**src/common/metering_regs_pkg.sv**
```systemverilog
// Register map, field formats and carrier types of the harmonic offset and rms register slice.
package metering_regs_pkg;

    localparam int DATA_W = 32;
    localparam int IDX_W = 16;
    localparam int OFFSET_W = 24;
    localparam int RUN_W = 16;
    localparam int NUM_OFFSETS = 10;
    localparam int NUM_RMS = 7;

    // Register indices; the byte address on the bus is four times the index.
    localparam logic [IDX_W-1:0] IDX_HARM_Z_ACTIVE_PWR_OFFSET = 16'h43B0;
    localparam logic [IDX_W-1:0] IDX_HARM_X_REACTIVE_PWR_OFFSET = 16'h43B1;
    localparam logic [IDX_W-1:0] IDX_HARM_Y_REACTIVE_PWR_OFFSET = 16'h43B2;
    localparam logic [IDX_W-1:0] IDX_HARM_Z_REACTIVE_PWR_OFFSET = 16'h43B3;
    localparam logic [IDX_W-1:0] IDX_HARM_X_CURRENT_RMS_OFFSET = 16'h43B4;
    localparam logic [IDX_W-1:0] IDX_HARM_Y_CURRENT_RMS_OFFSET = 16'h43B5;
    localparam logic [IDX_W-1:0] IDX_HARM_Z_CURRENT_RMS_OFFSET = 16'h43B6;
    localparam logic [IDX_W-1:0] IDX_HARM_X_VOLTAGE_RMS_OFFSET = 16'h43B7;
    localparam logic [IDX_W-1:0] IDX_HARM_Y_VOLTAGE_RMS_OFFSET = 16'h43B8;
    localparam logic [IDX_W-1:0] IDX_HARM_Z_VOLTAGE_RMS_OFFSET = 16'h43B9;
    localparam logic [IDX_W-1:0] IDX_RSVD_GAP_FIRST = 16'h43BA;
    localparam logic [IDX_W-1:0] IDX_RSVD_GAP_LAST = 16'h43BF;
    localparam logic [IDX_W-1:0] IDX_PHASE_A_CURRENT_RMS = 16'h43C0;
    localparam logic [IDX_W-1:0] IDX_PHASE_A_VOLTAGE_RMS = 16'h43C1;
    localparam logic [IDX_W-1:0] IDX_PHASE_B_CURRENT_RMS = 16'h43C2;
    localparam logic [IDX_W-1:0] IDX_PHASE_B_VOLTAGE_RMS = 16'h43C3;
    localparam logic [IDX_W-1:0] IDX_PHASE_C_CURRENT_RMS = 16'h43C4;
    localparam logic [IDX_W-1:0] IDX_PHASE_C_VOLTAGE_RMS = 16'h43C5;
    localparam logic [IDX_W-1:0] IDX_NEUTRAL_CURRENT_RMS = 16'h43C6;
    localparam logic [IDX_W-1:0] IDX_PHASE_CURRENT_SUM = 16'h43C7;
    localparam logic [IDX_W-1:0] IDX_RSVD_TAIL_FIRST = 16'h43C8;
    localparam logic [IDX_W-1:0] IDX_RSVD_TAIL_LAST = 16'h43FF;
    localparam logic [IDX_W-1:0] IDX_RSVD_DSP_WORD = 16'hE203;
    localparam logic [IDX_W-1:0] IDX_DSP_RUN_CONTROL = 16'hE228;

    localparam logic [OFFSET_W-1:0] OFFSET_RESET = 24'h000000;
    localparam logic [OFFSET_W-1:0] RESULT_RESET = 24'h000000;
    localparam logic [RUN_W-1:0] RUN_RESET = 16'h0000;
    localparam int RUN_ENABLE_BIT = 0;

    // Padding of the serial word formats.
    localparam logic [3:0] ZPSE_PAD = 4'h0;
    localparam logic [7:0] ZP_PAD = 8'h00;
    localparam logic [15:0] RUN_PAD = 16'h0000;

    typedef logic [NUM_OFFSETS-1:0][OFFSET_W-1:0] offset_bank_type;

    // Last field is lane 0, so phase A current lands at the lowest result slot.
    typedef struct packed {
        logic signed [OFFSET_W-1:0] neutralCurrent;
        logic signed [OFFSET_W-1:0] phaseCVoltage;
        logic signed [OFFSET_W-1:0] phaseCCurrent;
        logic signed [OFFSET_W-1:0] phaseBVoltage;
        logic signed [OFFSET_W-1:0] phaseBCurrent;
        logic signed [OFFSET_W-1:0] phaseAVoltage;
        logic signed [OFFSET_W-1:0] phaseACurrent;
    } rms_results_type;

    typedef struct packed {
        logic signed [OFFSET_W-1:0] phaseC;
        logic signed [OFFSET_W-1:0] phaseB;
        logic signed [OFFSET_W-1:0] phaseA;
    } current_samples_type;

endpackage

```
**src/logic/harmonic_offset_rms_regs.sv**
```systemverilog
// APB register slice for harmonic offsets, rms results, current sum and signal processor run.
// Overview of operation
// RL1 - Offset registers read as four zero bits, four sign copies, then 24 data bits.
// RL2 - Rms and sum results read with the upper eight bits zero.
// RL3 - Signed registers hold two's complement values; unsigned ones plain binary.
// RL4 - Harmonic Z active power offset is 24-bit signed read-write, reset zero.
// RL5 - Three reactive power offsets follow it, 24-bit signed read-write, reset zero.
// RL6 - Three current rms offsets, 24-bit signed read-write, reset zero.
// RL7 - Three voltage rms offsets, 24-bit signed read-write, reset zero.
// RL8 - Phase current and voltage rms results alternate at consecutive read-only addresses.
// RL9 - Neutral current rms result sits right after phase C voltage rms.
// RL10 - Current-sum register holds the sum of the three phase current samples.
// RL11 - Software must not write the reserved ranges around the rms results.
// RL12 - Software must not write the reserved 16-bit processor memory word.
// RL13 - A 16-bit run control register, reset zero, starts and stops the processor.
// RL14 - Per-phase current sample holds the latest signed 24-bit waveform value.
// RL15 - Writes to read-only rms or current-sum registers are ignored.
`timescale 1ns/1ps
`default_nettype none

module harmonic_offset_rms_regs
    import metering_regs_pkg::*;
#(
    parameter int ADDR_W = IDX_W + 2
) (
    input wire logic core_clk,
    input wire logic reset,
    input wire logic psel,
    input wire logic penable,
    input wire logic pwrite,
    input wire logic [ADDR_W-1:0] paddr,
    input wire logic [DATA_W-1:0] pwdata,
    input wire logic [3:0] pstrb,
    output logic [DATA_W-1:0] prdata,
    output logic pready,
    output logic pslverr,
    input wire rms_results_type rmsResults,
    input wire logic rmsValid,
    input wire current_samples_type currentSamples,
    input wire logic sampleValid,
    output offset_bank_type harmOffsets,
    output logic [RUN_W-1:0] runControl,
    output logic dspRun
);

    logic [IDX_W-1:0] regIdx;
    logic aligned;
    logic setupPhase;
    logic accessDone;
    logic writeDone;
    logic isOffset;
    logic isResult;
    logic isRun;
    logic isReserved;
    logic [3:0] offIdx;
    logic [2:0] resIdx;
    logic [DATA_W-1:0] rawWord;
    logic [DATA_W-1:0] nxt_prdata;
    logic [DATA_W-1:0] nxt_wrWord;
    logic [OFFSET_W-1:0] nxt_currentSum;
    logic [NUM_RMS-1:0][OFFSET_W-1:0] rmsLanes;

    offset_bank_type offsetRegs_ff;
    logic [NUM_RMS-1:0][OFFSET_W-1:0] rmsRegs_ff;
    logic [OFFSET_W-1:0] currentSum_ff;
    current_samples_type samples_ff;
    logic [RUN_W-1:0] runControl_ff;
    logic [DATA_W-1:0] prdata_ff;
    logic pready_ff;
    logic pslverr_ff;

    function automatic logic [DATA_W-1:0] zpse(input logic [OFFSET_W-1:0] v);
        return {ZPSE_PAD, {4{v[OFFSET_W-1]}}, v}; // RL1
    endfunction

    function automatic logic [DATA_W-1:0] mergeBytes(
        input logic [DATA_W-1:0] oldWord,
        input logic [DATA_W-1:0] newWord,
        input logic [3:0] strb
    );
        logic [DATA_W-1:0] w;
        w = oldWord;
        for (int b = 0; b < 4; b++) begin
            if (strb[b]) begin
                w[b*8 +: 8] = newWord[b*8 +: 8];
            end
        end
        return w;
    endfunction

    assign regIdx = paddr[ADDR_W-1:2];
    assign aligned = (paddr[1:0] == 2'b00);
    assign setupPhase = psel && !penable;
    assign accessDone = psel && penable && pready_ff;
    assign writeDone = accessDone && pwrite && !pslverr_ff;
    assign offIdx = 4'(regIdx - IDX_HARM_Z_ACTIVE_PWR_OFFSET);
    assign resIdx = 3'(regIdx - IDX_PHASE_A_CURRENT_RMS);

    always_comb begin
        isOffset = 1'b0;
        isResult = 1'b0;
        isRun = 1'b0;
        isReserved = 1'b0;
        if (regIdx >= IDX_HARM_Z_ACTIVE_PWR_OFFSET && regIdx <= IDX_HARM_Z_VOLTAGE_RMS_OFFSET) begin
            isOffset = 1'b1;
        end else if (regIdx >= IDX_PHASE_A_CURRENT_RMS && regIdx <= IDX_PHASE_CURRENT_SUM) begin
            isResult = 1'b1; // RL8 RL9
        end else if (regIdx == IDX_DSP_RUN_CONTROL) begin
            isRun = 1'b1;
        end else if (regIdx >= IDX_RSVD_GAP_FIRST && regIdx <= IDX_RSVD_GAP_LAST) begin
            isReserved = 1'b1; // RL11
        end else if (regIdx >= IDX_RSVD_TAIL_FIRST && regIdx <= IDX_RSVD_TAIL_LAST) begin
            isReserved = 1'b1; // RL11
        end else if (regIdx == IDX_RSVD_DSP_WORD) begin
            isReserved = 1'b1; // RL12
        end
    end

    always_comb begin
        rawWord = '0;
        nxt_prdata = '0;
        if (isOffset && offIdx < 4'(NUM_OFFSETS)) begin
            rawWord = {ZP_PAD, offsetRegs_ff[offIdx]};
            nxt_prdata = zpse(offsetRegs_ff[offIdx]); // RL1
        end else if (isResult && resIdx == 3'(NUM_RMS)) begin
            nxt_prdata = {ZP_PAD, currentSum_ff}; // RL2
        end else if (isResult) begin
            nxt_prdata = {ZP_PAD, rmsRegs_ff[resIdx]}; // RL2
        end else if (isRun) begin
            rawWord = {RUN_PAD, runControl_ff};
            nxt_prdata = {RUN_PAD, runControl_ff};
        end
        nxt_wrWord = mergeBytes(rawWord, pwdata, pstrb);
    end

    // Read data is captured in the setup cycle, so the access phase never waits.
    always_ff @(posedge core_clk) begin
        if (reset) begin
            pready_ff <= 1'b0;
            pslverr_ff <= 1'b0;
            prdata_ff <= '0;
        end else begin
            pready_ff <= setupPhase;
            if (setupPhase) begin
                pslverr_ff <= !aligned || !(isOffset || isResult || isRun || isReserved);
                prdata_ff <= pwrite ? '0 : nxt_prdata;
            end
        end
    end

    for (genvar i = 0; i < NUM_OFFSETS; i++) begin : g_offset
        always_ff @(posedge core_clk) begin
            if (reset) begin
                offsetRegs_ff[i] <= OFFSET_RESET; // RL4 RL5 RL6 RL7
            end else if (writeDone && isOffset && offIdx == 4'(i)) begin
                offsetRegs_ff[i] <= nxt_wrWord[OFFSET_W-1:0]; // RL4 RL5 RL6 RL7
            end
        end
    end

    // Results change only on the pipeline strobe; bus writes never reach them.
    assign rmsLanes = rmsResults;
    for (genvar r = 0; r < NUM_RMS; r++) begin : g_rms
        always_ff @(posedge core_clk) begin
            if (reset) begin
                rmsRegs_ff[r] <= RESULT_RESET;
            end else if (rmsValid) begin
                rmsRegs_ff[r] <= rmsLanes[r]; // RL8 RL9 RL15
            end
        end
    end

    always_ff @(posedge core_clk) begin
        if (reset) begin
            samples_ff <= '0;
        end else if (sampleValid) begin
            samples_ff <= currentSamples; // RL14
        end
    end

    // The sum wraps at 24 bits, the same width software reads back.
    assign nxt_currentSum = samples_ff.phaseA + samples_ff.phaseB + samples_ff.phaseC; // RL3

    always_ff @(posedge core_clk) begin
        if (reset) begin
            currentSum_ff <= RESULT_RESET;
        end else begin
            currentSum_ff <= nxt_currentSum; // RL10
        end
    end

    always_ff @(posedge core_clk) begin
        if (reset) begin
            runControl_ff <= RUN_RESET; // RL13
        end else if (writeDone && isRun) begin
            runControl_ff <= nxt_wrWord[RUN_W-1:0]; // RL13
        end
    end

    assign prdata = prdata_ff;
    assign pready = pready_ff;
    assign pslverr = pslverr_ff && pready_ff;
    assign harmOffsets = offsetRegs_ff;
    assign runControl = runControl_ff;
    assign dspRun = runControl_ff[RUN_ENABLE_BIT];
endmodule // harmonic_offset_rms_regs

`default_nettype wire

```
**config.mk**
```make
export PLATFORM = sky130hd
export DESIGN_NAME = harmonic_offset_rms_regs
export DESIGN_NICKNAME = d
export VERILOG_FILES = /design/src/common/metering_regs_pkg.sv /design/src/logic/harmonic_offset_rms_regs.sv
export SDC_FILE = /design/constraint.sdc
export NUM_CORES = 1
export LEC_CHECK = 0
export ABC_CLOCK_PERIOD_IN_PS = 2900
export BUFFER_PORTS_ARGS = -buffer_cell sky130_fd_sc_hd__buf_4
export CORE_ASPECT_RATIO = 1.5
export CORE_MARGIN = 4
export CORE_UTILIZATION = 40
export CTS_BUF_LIST = sky130_fd_sc_hd__clkbuf_8
export DETAILED_ROUTE_END_ITERATION = 12
export PLACE_DENSITY_LB_ADDON = 0.3
export SETUP_SLACK_MARGIN = 0.5
export SYNTH_ARGS = -nofsm -noshare
export SYNTH_HDL_FRONTEND = slang
export SYNTH_SLANG_ARGS = --single-unit
```
**constraint.sdc**
```tcl
create_clock -name core_clk -period 2.9 [get_ports core_clk]
set_input_delay 0.145 -clock core_clk [delete_from_list [all_inputs] [get_ports core_clk]]
set_output_delay 0.145 -clock core_clk [all_outputs]
set_load 0.005 [all_outputs]
```
==> metrics.cfg, run 1 <==
[setup_path]
path_buf_inv=0
cpPeakStageDelay_ns=0.52
worst-r2r-setup-slack_ns=0.08
path_cells=fa_1 > ha_4 > fa_2 > a21o_1 > and4_4 > o2111ai_4 > a21oi_4 > o21ai_2 > a211oi_1 > a211o_1
crit_path_max_fanout=4
r2r_end=currentSum_ff[23]$_SDFF_PP0_
crit_path_end_kind=register
critPathTopFamily=compound AO/OA/AOI/OAI gates
critPathKind=register to register
cp_slowest_cell=fa_1
cp_data_required_time_ns=3.50
critPathLaunchType=register
cp_data_arrival_time_ns=3.42
crit_start=samples_ff[1]$_SDFFE_PP0P_
timing.rr.start=samples_ff[1]$_SDFFE_PP0P_
r2r_cells=10

[logic_synthesis]
ys_types=69
ys_top_cells_by_area=dfxtp_1 45%, mux2i_1 13%, mux4_2 8.8%
synth_warnings=0
yosys_register_bits=547
syn_area_um2=24570
yosysMostFrequentCell=dfxtp_1
synth_top_area_share_pct=44.57
synth-main-ff-cell=dfxtp_1
synthArstFlopShare_pct=0
ys_seq_area_share_pct=44.57
synth_common_cells=547 x dfxtp_1, 314 x mux2i_1, 305 x nor2_1, 187 x nand2_1, 176 x nand3b_1
syn_inst=2443
synth_top_area_cell=dfxtp_1
synth_edf_count=0
avgSynthCellArea_um2=10.06

[sta]
clock_skew_ns=0.03261
tightest_slew_ns=1.177
rsz0062_at_grt=true
fin_ws_ns=0.08258
setup_viol=0
finalCriticalPeriod_ns=2.817
slew_headroom_pct=21.56
hold_violations=0
max_freq_ghz=0.3549
fin_crit_sh_pct=97.15
whs_ns=0.05839
slew_viol_final=0

[placed_design]
dp_hpwl_mm=69.22
pre_cts_slack_ns=-0.04384
gp_congestion=0.9436
port_buffers=578

[die]
rows=111
core_region_area_um2=60970
start_util_pct=40.30
ioPinCount=592
fp.dieH_um=311.6
die_w_um=210.4
die_area_um2=65540

[power_and_ir_drop]
cellPowerDensity_nw_per_um2=482.3
switchingPower_w=0.004466
p_clk_share_pct=38.9
p_int_w=0.01234
switching_share_pct=26.58
pwr-share-seq_pct=47.1
p_comb_share_pct=14.0
ir_worst_vdd_v=0.0003937
power.leakage_nw=15.15

[worst_hold_path]
hold_end=harmOffsets[191]$_SDFFE_PP0P_
holdPathStages=5
hp-class=input pin to register
hp-start=paddr[4]

[run]
cap_violations=0

[layout]
register_area_um2=10960
fillers=5074
multi_input_area_um2=12700
syn_to_final_growth_pct=41.81
drive_gt1_share_pct=28.18
nets=3640

[global_routing]
grtUsageTotal_pct=28.83
antenna_found_initial=20
grt_pass1_vias=23560
grt_pass1_wl_mm=145.4
gr-total-overflow=0
grt_max_degree=126

[clock_network]
clk_pin_slew_ns=0.06
root_buffer=clkbuf_8
worstSkewPairLatency_ns=0.72
cts_buffers=86
clkSinkCount=547
cts_tree=yes
clock_path_buffers=3
htree_levels=3

[detailed_routing]
routed_via_density=5.496
antenna_left=0
wire_per_inst_um=23.81
firstDrtPassIters=6
via_count=22900
routed_wl_mm=99.22
drt_iter0_drc=1786
drcViolationCount=0

[run_status]
outcome=completed

[worst register-to-register path, cell delays in order (launching register included)]
cell	delay, ns
dfxtp_2	0.33
fa_1	0.52
ha_4	0.20
fa_2	0.34
a21o_1	0.19
and4_4	0.17
o2111ai_4	0.32
a21oi_4	0.11
o21ai_2	0.19
a211oi_1	0.11
a211o_1	0.25
[placed cells by master, fill, tap and decap left out, drive strengths merged, types with 30 or more instances in the layout]
cell type    netlist  layout
a21oi             76      76
buf               77     667
clkbuf           145     105
dfxtp            547     547
dlygate4sd3        0     313
inv               36      68
mux2i            314     314
mux4              96      96
nand2            187     187
nand3b           176     176
nor2             307     307
nor3              30      30
o21ai            196     196
[cell families (layout without fill, tap and decap cells)]
family                   Yosys count  after routing  share of synthesized area (%)
AND/OR/NAND/NOR                  767            767                          15.67
flip-flops                       547            547                          44.57
multiplexers                     417            417                          21.91
AO/OA/AOI/OAI                    396            396                          9.731
buffers and inverters            258           1166                          4.634
adder cells (fa/ha/maj)           46             46                          3.076
XOR/XNOR                          11             11                         0.3921
other                              1             26                        0.01526
[through the flow]
stage	TNS, ns	instances	area, um^2	utilization [%]	power (W)
global route	0	4164	34840	57.14	0.01742
floorplan	0	2446	24630	-	0.009178
detailed placement	-0.1520	3674	29730	48.76	0.009934
CTS	0	4139	34670	56.87	0.01682
global placement	0	3674	29730	48.76	0.009887
finish	0	4167	34840	57.15	0.01680
[worst max path at each step]
stage                                   end  cells past startpoint
2_1_floorplan  currentSum_ff[17]$_SDFF_PP0_                     10
3_3_place_gp   harmOffsets[22]$_SDFFE_PP0P_                      9
3_5_place_dp   currentSum_ff[22]$_SDFF_PP0_                      9
4_1_cts        currentSum_ff[23]$_SDFF_PP0_                     10
5_1_grt        currentSum_ff[23]$_SDFF_PP0_                     12
6_report       currentSum_ff[23]$_SDFF_PP0_                     10
[flip-flops by register name, summed over array words and instances (netlist names)]
name / cells
harmOffsets: 240
rmsRegs_ff: 168
samples_ff: 72
prdata: 25
currentSum_ff: 24
runControl: 16
pready: 1
pslverr_ff: 1
[what timing repair did]
item,CTS,global route
pin swaps,17,5
setup buffers,3,6
cloned,0,0
endpoints found under the hold margin,244,0
hold buffers,313,0
gates resized for setup,20,18
endpoints found under the setup margin,14,38
[per-layer routing]
| metal | share of wire, % | wire length [um] | track usage (%) |
|---|---|---|---|
| met1 | 36 | 35240 | 31.78 |
| met3 | 7.7 | 7629 | 6.375 |
| met5 | 0 | 0 | 0 |
| met2 | 50 | 49410 | 50.26 |
| met4 | 7.0 | 6935 | 17.45 |
[area by class of cell]
class                           count  area share (%)
Sequential cell                   547           31.44
Timing Repair Buffer              981           23.91
Multi-Input combinational cell   1641           36.45
Clock inverter                     45          0.7038
Clock buffer                      104           4.108
Inverter                           36          0.3878
Antenna cell                       22          0.1580
Tap cell                          791           2.840
[power groups by stage]
| stage | clock [W] | sequential, W | combinational, W |
|---|---|---|---|
| floorplan | 0 | 0.00802 | 0.00116 |
| global placement | 0 | 0.00806 | 0.00183 |
| detailed placement | 0 | 0.00807 | 0.00186 |
| CTS | 0.00663 | 0.00791 | 0.00228 |
| global route | 0.00697 | 0.00794 | 0.00251 |
| finish | 0.00653 | 0.00792 | 0.00235 |
(Power assumes the default switching activity.)
==> inputs of run 2 (changes only) <==
- BUFFER_PORTS_ARGS: -buffer_cell sky130_fd_sc_hd__buf_4 -> -buffer_cell sky130_fd_sc_hd__clkbuf_2
==> run 2 against run 1 <==
Compared with the run above: setup slack worse by 0.0029 ns; cell area is 2.7% lower; global-route usage is 0.091 points higher; critical path depth is 2 lower; sequential cell count stayed put; routed wire length is 0.39% lower; utilization is 1.6 points lower; largest power group unchanged; combinational power hardly changed; sequential power hardly changed.
==> metrics.cfg, run 2 (synthesis results as in run 1) <==
[worst_hold_path]
hp-class=input pin to register

[power_and_ir_drop]
finalPower_w=0.01708  ; +1.6%
p_clk_share_pct=40.0  ; +1.1 points
switching_share_pct=26.60  ; about the same
pwr-share-seq_pct=46.4  ; -0.7 points
p_comb_share_pct=13.6  ; -0.4 points
cellPowerDensity_nw_per_um2=503.9  ; +4.5%
power.leakage_nw=14.99  ; -1.0%
ir_worst_vdd_v=0.0004676  ; +19%
p_int_w=0.01253  ; +1.6%
switchingPower_w=0.004543  ; +1.7%

[layout]
final_common_cell=clkbuf_2
largest_reg_flops=240  ; unchanged
multi_input_area_um2=12790  ; +0.71%
layout_common_cells=573 x clkbuf_2, 538 x dfxtp_1, 331 x dlygate4sd3_1
fillers=5109  ; +0.69%
syn_to_final_growth_pct=37.92
fin_area_um2=33890  ; -2.7%
nets=3669  ; +0.80%
register_area_um2=10960  ; about the same
drive_gt1_share_pct=28.87  ; +0.70 points

[placed_design]
place_area_um2=28380  ; -4.5%
port_buffers=578  ; unchanged
dp_hpwl_mm=68.61  ; -0.88%
gp_congestion=0.9783  ; +3.7%

[sta]
slew_viol_final=0  ; unchanged
setup_viol=0  ; unchanged
tightest_slew_ns=1.190  ; +0.01319 ns
whs_ns=0.08744  ; +0.02904 ns
finalCriticalPeriod_ns=2.820  ; +0.002901 ns
fin_crit_sh_pct=97.25  ; +0.10 points
slew_headroom_pct=20.68  ; -0.88 points
max_freq_ghz=0.3546  ; -0.10%
clock_skew_ns=0.02695  ; -0.005665 ns
rsz0062_at_grt=true
hold_violations=0  ; unchanged
final.setup.tns_ns=0  ; unchanged

[detailed_routing]
drcViolationCount=0  ; unchanged
antenna_left=0  ; unchanged
drt_iter0_drc=1939  ; +8.6%
routed_wl_mm=98.83  ; -0.39%
routed_via_density=5.465  ; -0.56%
wire_per_inst_um=23.50  ; -1.3%
firstDrtPassIters=6  ; unchanged
via_count=22990  ; +0.37%

[global_routing]
antenna_found_initial=24  ; +20%
gr-total-overflow=0  ; unchanged
grt_util_met1_pct=31.71  ; -0.077 points
gr-usage-met3_pct=6.103  ; -0.27 points
gr-max-usage-layer=met2
grt_pass1_vias=24070  ; +2.2%
grt.met2_usage_pct=50.08  ; -0.18 points
grt_pass1_wl_mm=146.1  ; +0.46%
grtUsageTotal_pct=28.92  ; +0.091 points
grt_max_degree=128  ; +1.6%

[clock_network]
cts_tree=yes
htree_levels=3  ; unchanged
clk_pin_slew_ns=0.06  ; about the same
cts_buffers=90  ; +4.7%
worstSkewPairLatency_ns=0.71  ; about the same
clkSinkCount=547  ; unchanged
clock_path_buffers=3  ; unchanged
root_buffer=clkbuf_8

[die]
start_util_pct=40.30  ; unchanged
ioPinCount=592  ; unchanged
die_w_um=210.4  ; unchanged
rows=111  ; unchanged
die_area_um2=65540  ; unchanged
core_region_area_um2=60970  ; unchanged
fp.dieH_um=311.6  ; unchanged

[setup_path]
critPathKind=register to register
cp_data_required_time_ns=3.49  ; about the same
crit_path_end_kind=register
crit_path_max_fanout=5  ; +1
critPathLaunchType=register
cp_data_arrival_time_ns=3.41  ; about the same

[run_status]
outcome=completed

[run]
cap_violations=0  ; unchanged

## run 2: power groups by stage
stage | combinational, W | clock (W) | sequential [W]
6_report | 0.00232 | 0.00683 | 0.00793
5_1_grt | 0.00248 | 0.00731 | 0.00795
4_1_cts | 0.00222 | 0.00695 | 0.00791
3_5_place_dp | 0.00178 | 0 | 0.00808
3_3_place_gp | 0.00175 | 0 | 0.00806
2_1_floorplan | 0.00116 | 0 | 0.00802
## run 2: stage by stage
stage / utilization [%] / setup slack [ns] / cells
after floorplan: - / 0.3628 / 2446
after global placement: 46.55 / 0.01850 / 3682
after detailed placement: 46.55 / -0.009564 / 3682
after CTS: 55.21 / 0.1068 / 4178
after global routing: 55.56 / 0.02116 / 4200
final: 55.58 / 0.07967 / 4206
## run 2: final cells by class
type                    count  area share (%)
inverters                  36          0.3988
clock inverters            48          0.7311
flip-flops and latches    547           32.35
diodes                     24          0.1772
repair buffers           1006           21.09
multi-input cells        1641           37.75
well taps                 791           2.921
clock buffers             113           4.589
## run 2: worst max-delay path, stage by stage, from the launching register on
cell and delay (ns):
dfxtp_1 0.35, fa_1 0.50, ha_1 0.49, a21oi_1 0.23, o311a_4 0.40, a21oi_4 0.20
o21ai_4 0.08, a21o_1 0.19, a211o_1 0.28
## run 2: routing by layer
metal | share of wire, % | up-vias
li1 | - | 10430
met5 | 0.030 | -
met2 | 50 | 1056
met4 | 7.2 | 4
met1 | 36 | 11180
met3 | 6.8 | 320
## run 2: repair_timing
item,in CTS,in global routing
pin swaps,23,18
gates resized for setup,29,33
hold buffers,331,0
setup endpoints to repair,15,24
hold endpoints to repair,264,0
buffers inserted,4,4
## run 2: worst paths after layout
path	depth (start not counted)	to	from	slack (ns)
hold reg to reg	2	harmOffsets[136]$_SDFFE_PP0P_	harmOffsets[136]$_SDFFE_PP0P_	0.47
setup / recovery	8	currentSum_ff[23]$_SDFF_PP0_	samples_ff[8]$_SDFFE_PP0P_	0.08
setup reg to reg	8	currentSum_ff[23]$_SDFF_PP0_	samples_ff[8]$_SDFFE_PP0P_	0.08
hold / removal	4	harmOffsets[15]$_SDFFE_PP0P_	pwdata[15]	0.09
==> inputs of run 3 (changes only) <==
- ABC_CLOCK_PERIOD_IN_PS: 2900 -> unset
- MAX_ROUTING_LAYER: unset -> met4
==> run 3 against run 2 <==
Compared with the run above: via count increased by 0.27%; critical path type unchanged; highest routed layer is now met4; sequential power barely moved; setup slack lost 0.0076 ns; largest power group unchanged.
==> metrics.cfg, run 3 (synthesis results as in run 1) <==
[detailed_routing]
routed_wl_mm=98.46  ; -0.37%
wire_per_inst_um=23.40  ; -0.42%
wl_met3_mm=7.528  ; +12%
drt_iter0_drc=1978  ; +2.0%
antenna_left=0  ; unchanged
firstDrtPassIters=6  ; unchanged
top_layer_used=met4
met1_length_mm=35.34  ; -0.64%
drcViolationCount=0  ; unchanged
met2WireLength_mm=48.16  ; -2.5%
via_count=23050  ; +0.27%
routed_via_density=5.477  ; +0.23%

[run_status]
outcome=completed

[setup_path]
r2r_end=currentSum_ff[23]$_SDFF_PP0_
r2r_cells=12  ; +4
worst-r2r-setup-slack_ns=0.07  ; about the same
critPathLaunchType=register
critPathKind=register to register
crit_path_end_kind=register
timing.rr.start=samples_ff[48]$_SDFFE_PP0P_
crit_path_max_fanout=4  ; -1
cp_data_arrival_time_ns=3.38  ; -0.03 ns
cp_data_required_time_ns=3.45  ; -0.04 ns

[sta]
clock_skew_ns=0.05192  ; +0.02497 ns
slew_headroom_pct=55.10  ; +34 points
finalCriticalPeriod_ns=2.828  ; +0.007559 ns
max_freq_ghz=0.3536  ; -0.27%
slew_viol_final=0  ; unchanged
hold_violations=0  ; unchanged
fin_crit_sh_pct=97.51  ; +0.26 points
rsz0062_at_grt=true
setup_viol=0  ; unchanged
final.setup.tns_ns=0  ; unchanged
tightest_slew_ns=0.6735  ; -0.5163 ns

[run]
cap_violations=0  ; unchanged

[clock_network]
cts_buffers=86  ; -4.4%
htree_levels=3  ; unchanged
clkSinkCount=547  ; unchanged
cts_tree=yes
clk_pin_slew_ns=0.07  ; about the same
clock_path_buffers=3  ; unchanged
root_buffer=clkbuf_8
worstSkewPairLatency_ns=0.70  ; about the same

[power_and_ir_drop]
ir_worst_vdd_v=0.0003828  ; -18%
cellPowerDensity_nw_per_um2=502.9  ; -0.21%
power.leakage_nw=14.92  ; -0.53%
finalPower_w=0.01708  ; about the same

[layout]
nets=3675  ; +0.16%
multi_input_area_um2=12720  ; -0.52%
register_area_um2=10960  ; about the same
fin_area_um2=33960  ; +0.22%
final_common_cell=clkbuf_2
drive_gt1_share_pct=28.57  ; -0.30 points
fillers=5120  ; +0.22%
syn_to_final_growth_pct=38.22
largest_reg_flops=240  ; unchanged
layout_common_cells=573 x clkbuf_2, 540 x dfxtp_1, 344 x dlygate4sd3_1

[global_routing]
gr-total-overflow=0  ; unchanged
antenna_found_initial=27  ; +13%
grt_max_degree=104  ; -19%
grtUsageTotal_pct=29.62  ; +0.70 points
grt_pass1_vias=23750  ; -1.4%
grt_pass1_wl_mm=145.4  ; -0.42%

[worst_hold_path]
hold_end=rmsRegs_ff[3]$_SDFFE_PP0P_
hp-class=input pin to register
hp-start=rmsValid
holdPathStages=3  ; -1

[die]
start_util_pct=40.30  ; unchanged
rows=111  ; unchanged
fp.dieH_um=311.6  ; unchanged
ioPinCount=592  ; unchanged
die_w_um=210.4  ; unchanged
die_area_um2=65540  ; unchanged
core_region_area_um2=60970  ; unchanged

[placed_design]
gp_congestion=0.9713  ; -0.72%
dp_hpwl_mm=68.30  ; -0.46%
port_buffers=578  ; unchanged
place_area_um2=28410  ; about the same

## run 3: critical path, stage by stage, from the launching register on
cell,delay [ns]
dfxtp_1,0.38
inv_1,0.10
fa_2,0.36
inv_1,0.07
ha_2,0.21
fa_2,0.23
a21o_1,0.14
and4_4,0.25
o2111ai_4,0.19
a21oi_4,0.25
o21ai_4,0.08
a21o_1,0.16
a211o_1,0.29
## run 3: power by group
| part | switching [W] | internal [W] |
|---|---|---|
| combinational | 0.00115 | 0.00119 |
| sequential | 0.000157 | 0.00777 |
| clock | 0.00321 | 0.00361 |
| total | 0.00451 | 0.0126 |
## run 3: area by class of cell
type	count	share of cell area, %
multi-input cells	1641	37.47
clock inverters	44	0.9357
flip-flops and latches	547	32.27
diodes	29	0.2137
inverters	36	0.3979
well taps	791	2.914
clock buffers	104	4.215
repair buffers	1016	21.59
## run 3: per-stage QoR
stage / std cells / util, % / hold slack, ns / setup WS (ns)
after floorplan: 2446 / - / 0.2919 / 0.3628
after global placement: 3679 / 46.59 / 0.3791 / -0.007215
after detailed placement: 3679 / 46.59 / 0.3876 / -0.02489
after CTS: 4175 / 55.42 / 0.000005385 / 0.1443
after global routing: 4206 / 55.70 / 0.04894 / 0.01664
final: 4208 / 55.70 / 0.05391 / 0.07212
## run 3: routing by layer
layer,global-route usage [%],vias up
li1,-,10460
met1,31.76,11020
met2,49.38,1216
met3,6.536,354
met4,18.76,0
met5,-,-
## run 3: timing repair
item	in CTS	in global routing
endpoints found under the hold margin	278	0
gates resized for setup	29	22
setup endpoints to repair	14	56
setup buffers	4	4
pin swaps	21	10
hold buffers	344	0
## run 3: worst max-delay path by stage
stage	startpoint	to	slack, ns	depth (start not counted)
final	samples_ff[48]$_SDFFE_PP0P_	currentSum_ff[23]$_SDFF_PP0_	0.07	12
after global routing	samples_ff[48]$_SDFFE_PP0P_	currentSum_ff[23]$_SDFF_PP0_	0.02	12
after CTS	samples_ff[1]$_SDFFE_PP0P_	currentSum_ff[23]$_SDFF_PP0_	0.14	10
after detailed placement	samples_ff[0]$_SDFFE_PP0P_	currentSum_ff[23]$_SDFF_PP0_	-0.02	12
after global placement	samples_ff[0]$_SDFFE_PP0P_	currentSum_ff[20]$_SDFF_PP0_	-0.007	12
after floorplan	samples_ff[1]$_SDFFE_PP0P_	currentSum_ff[17]$_SDFF_PP0_	0.36	10
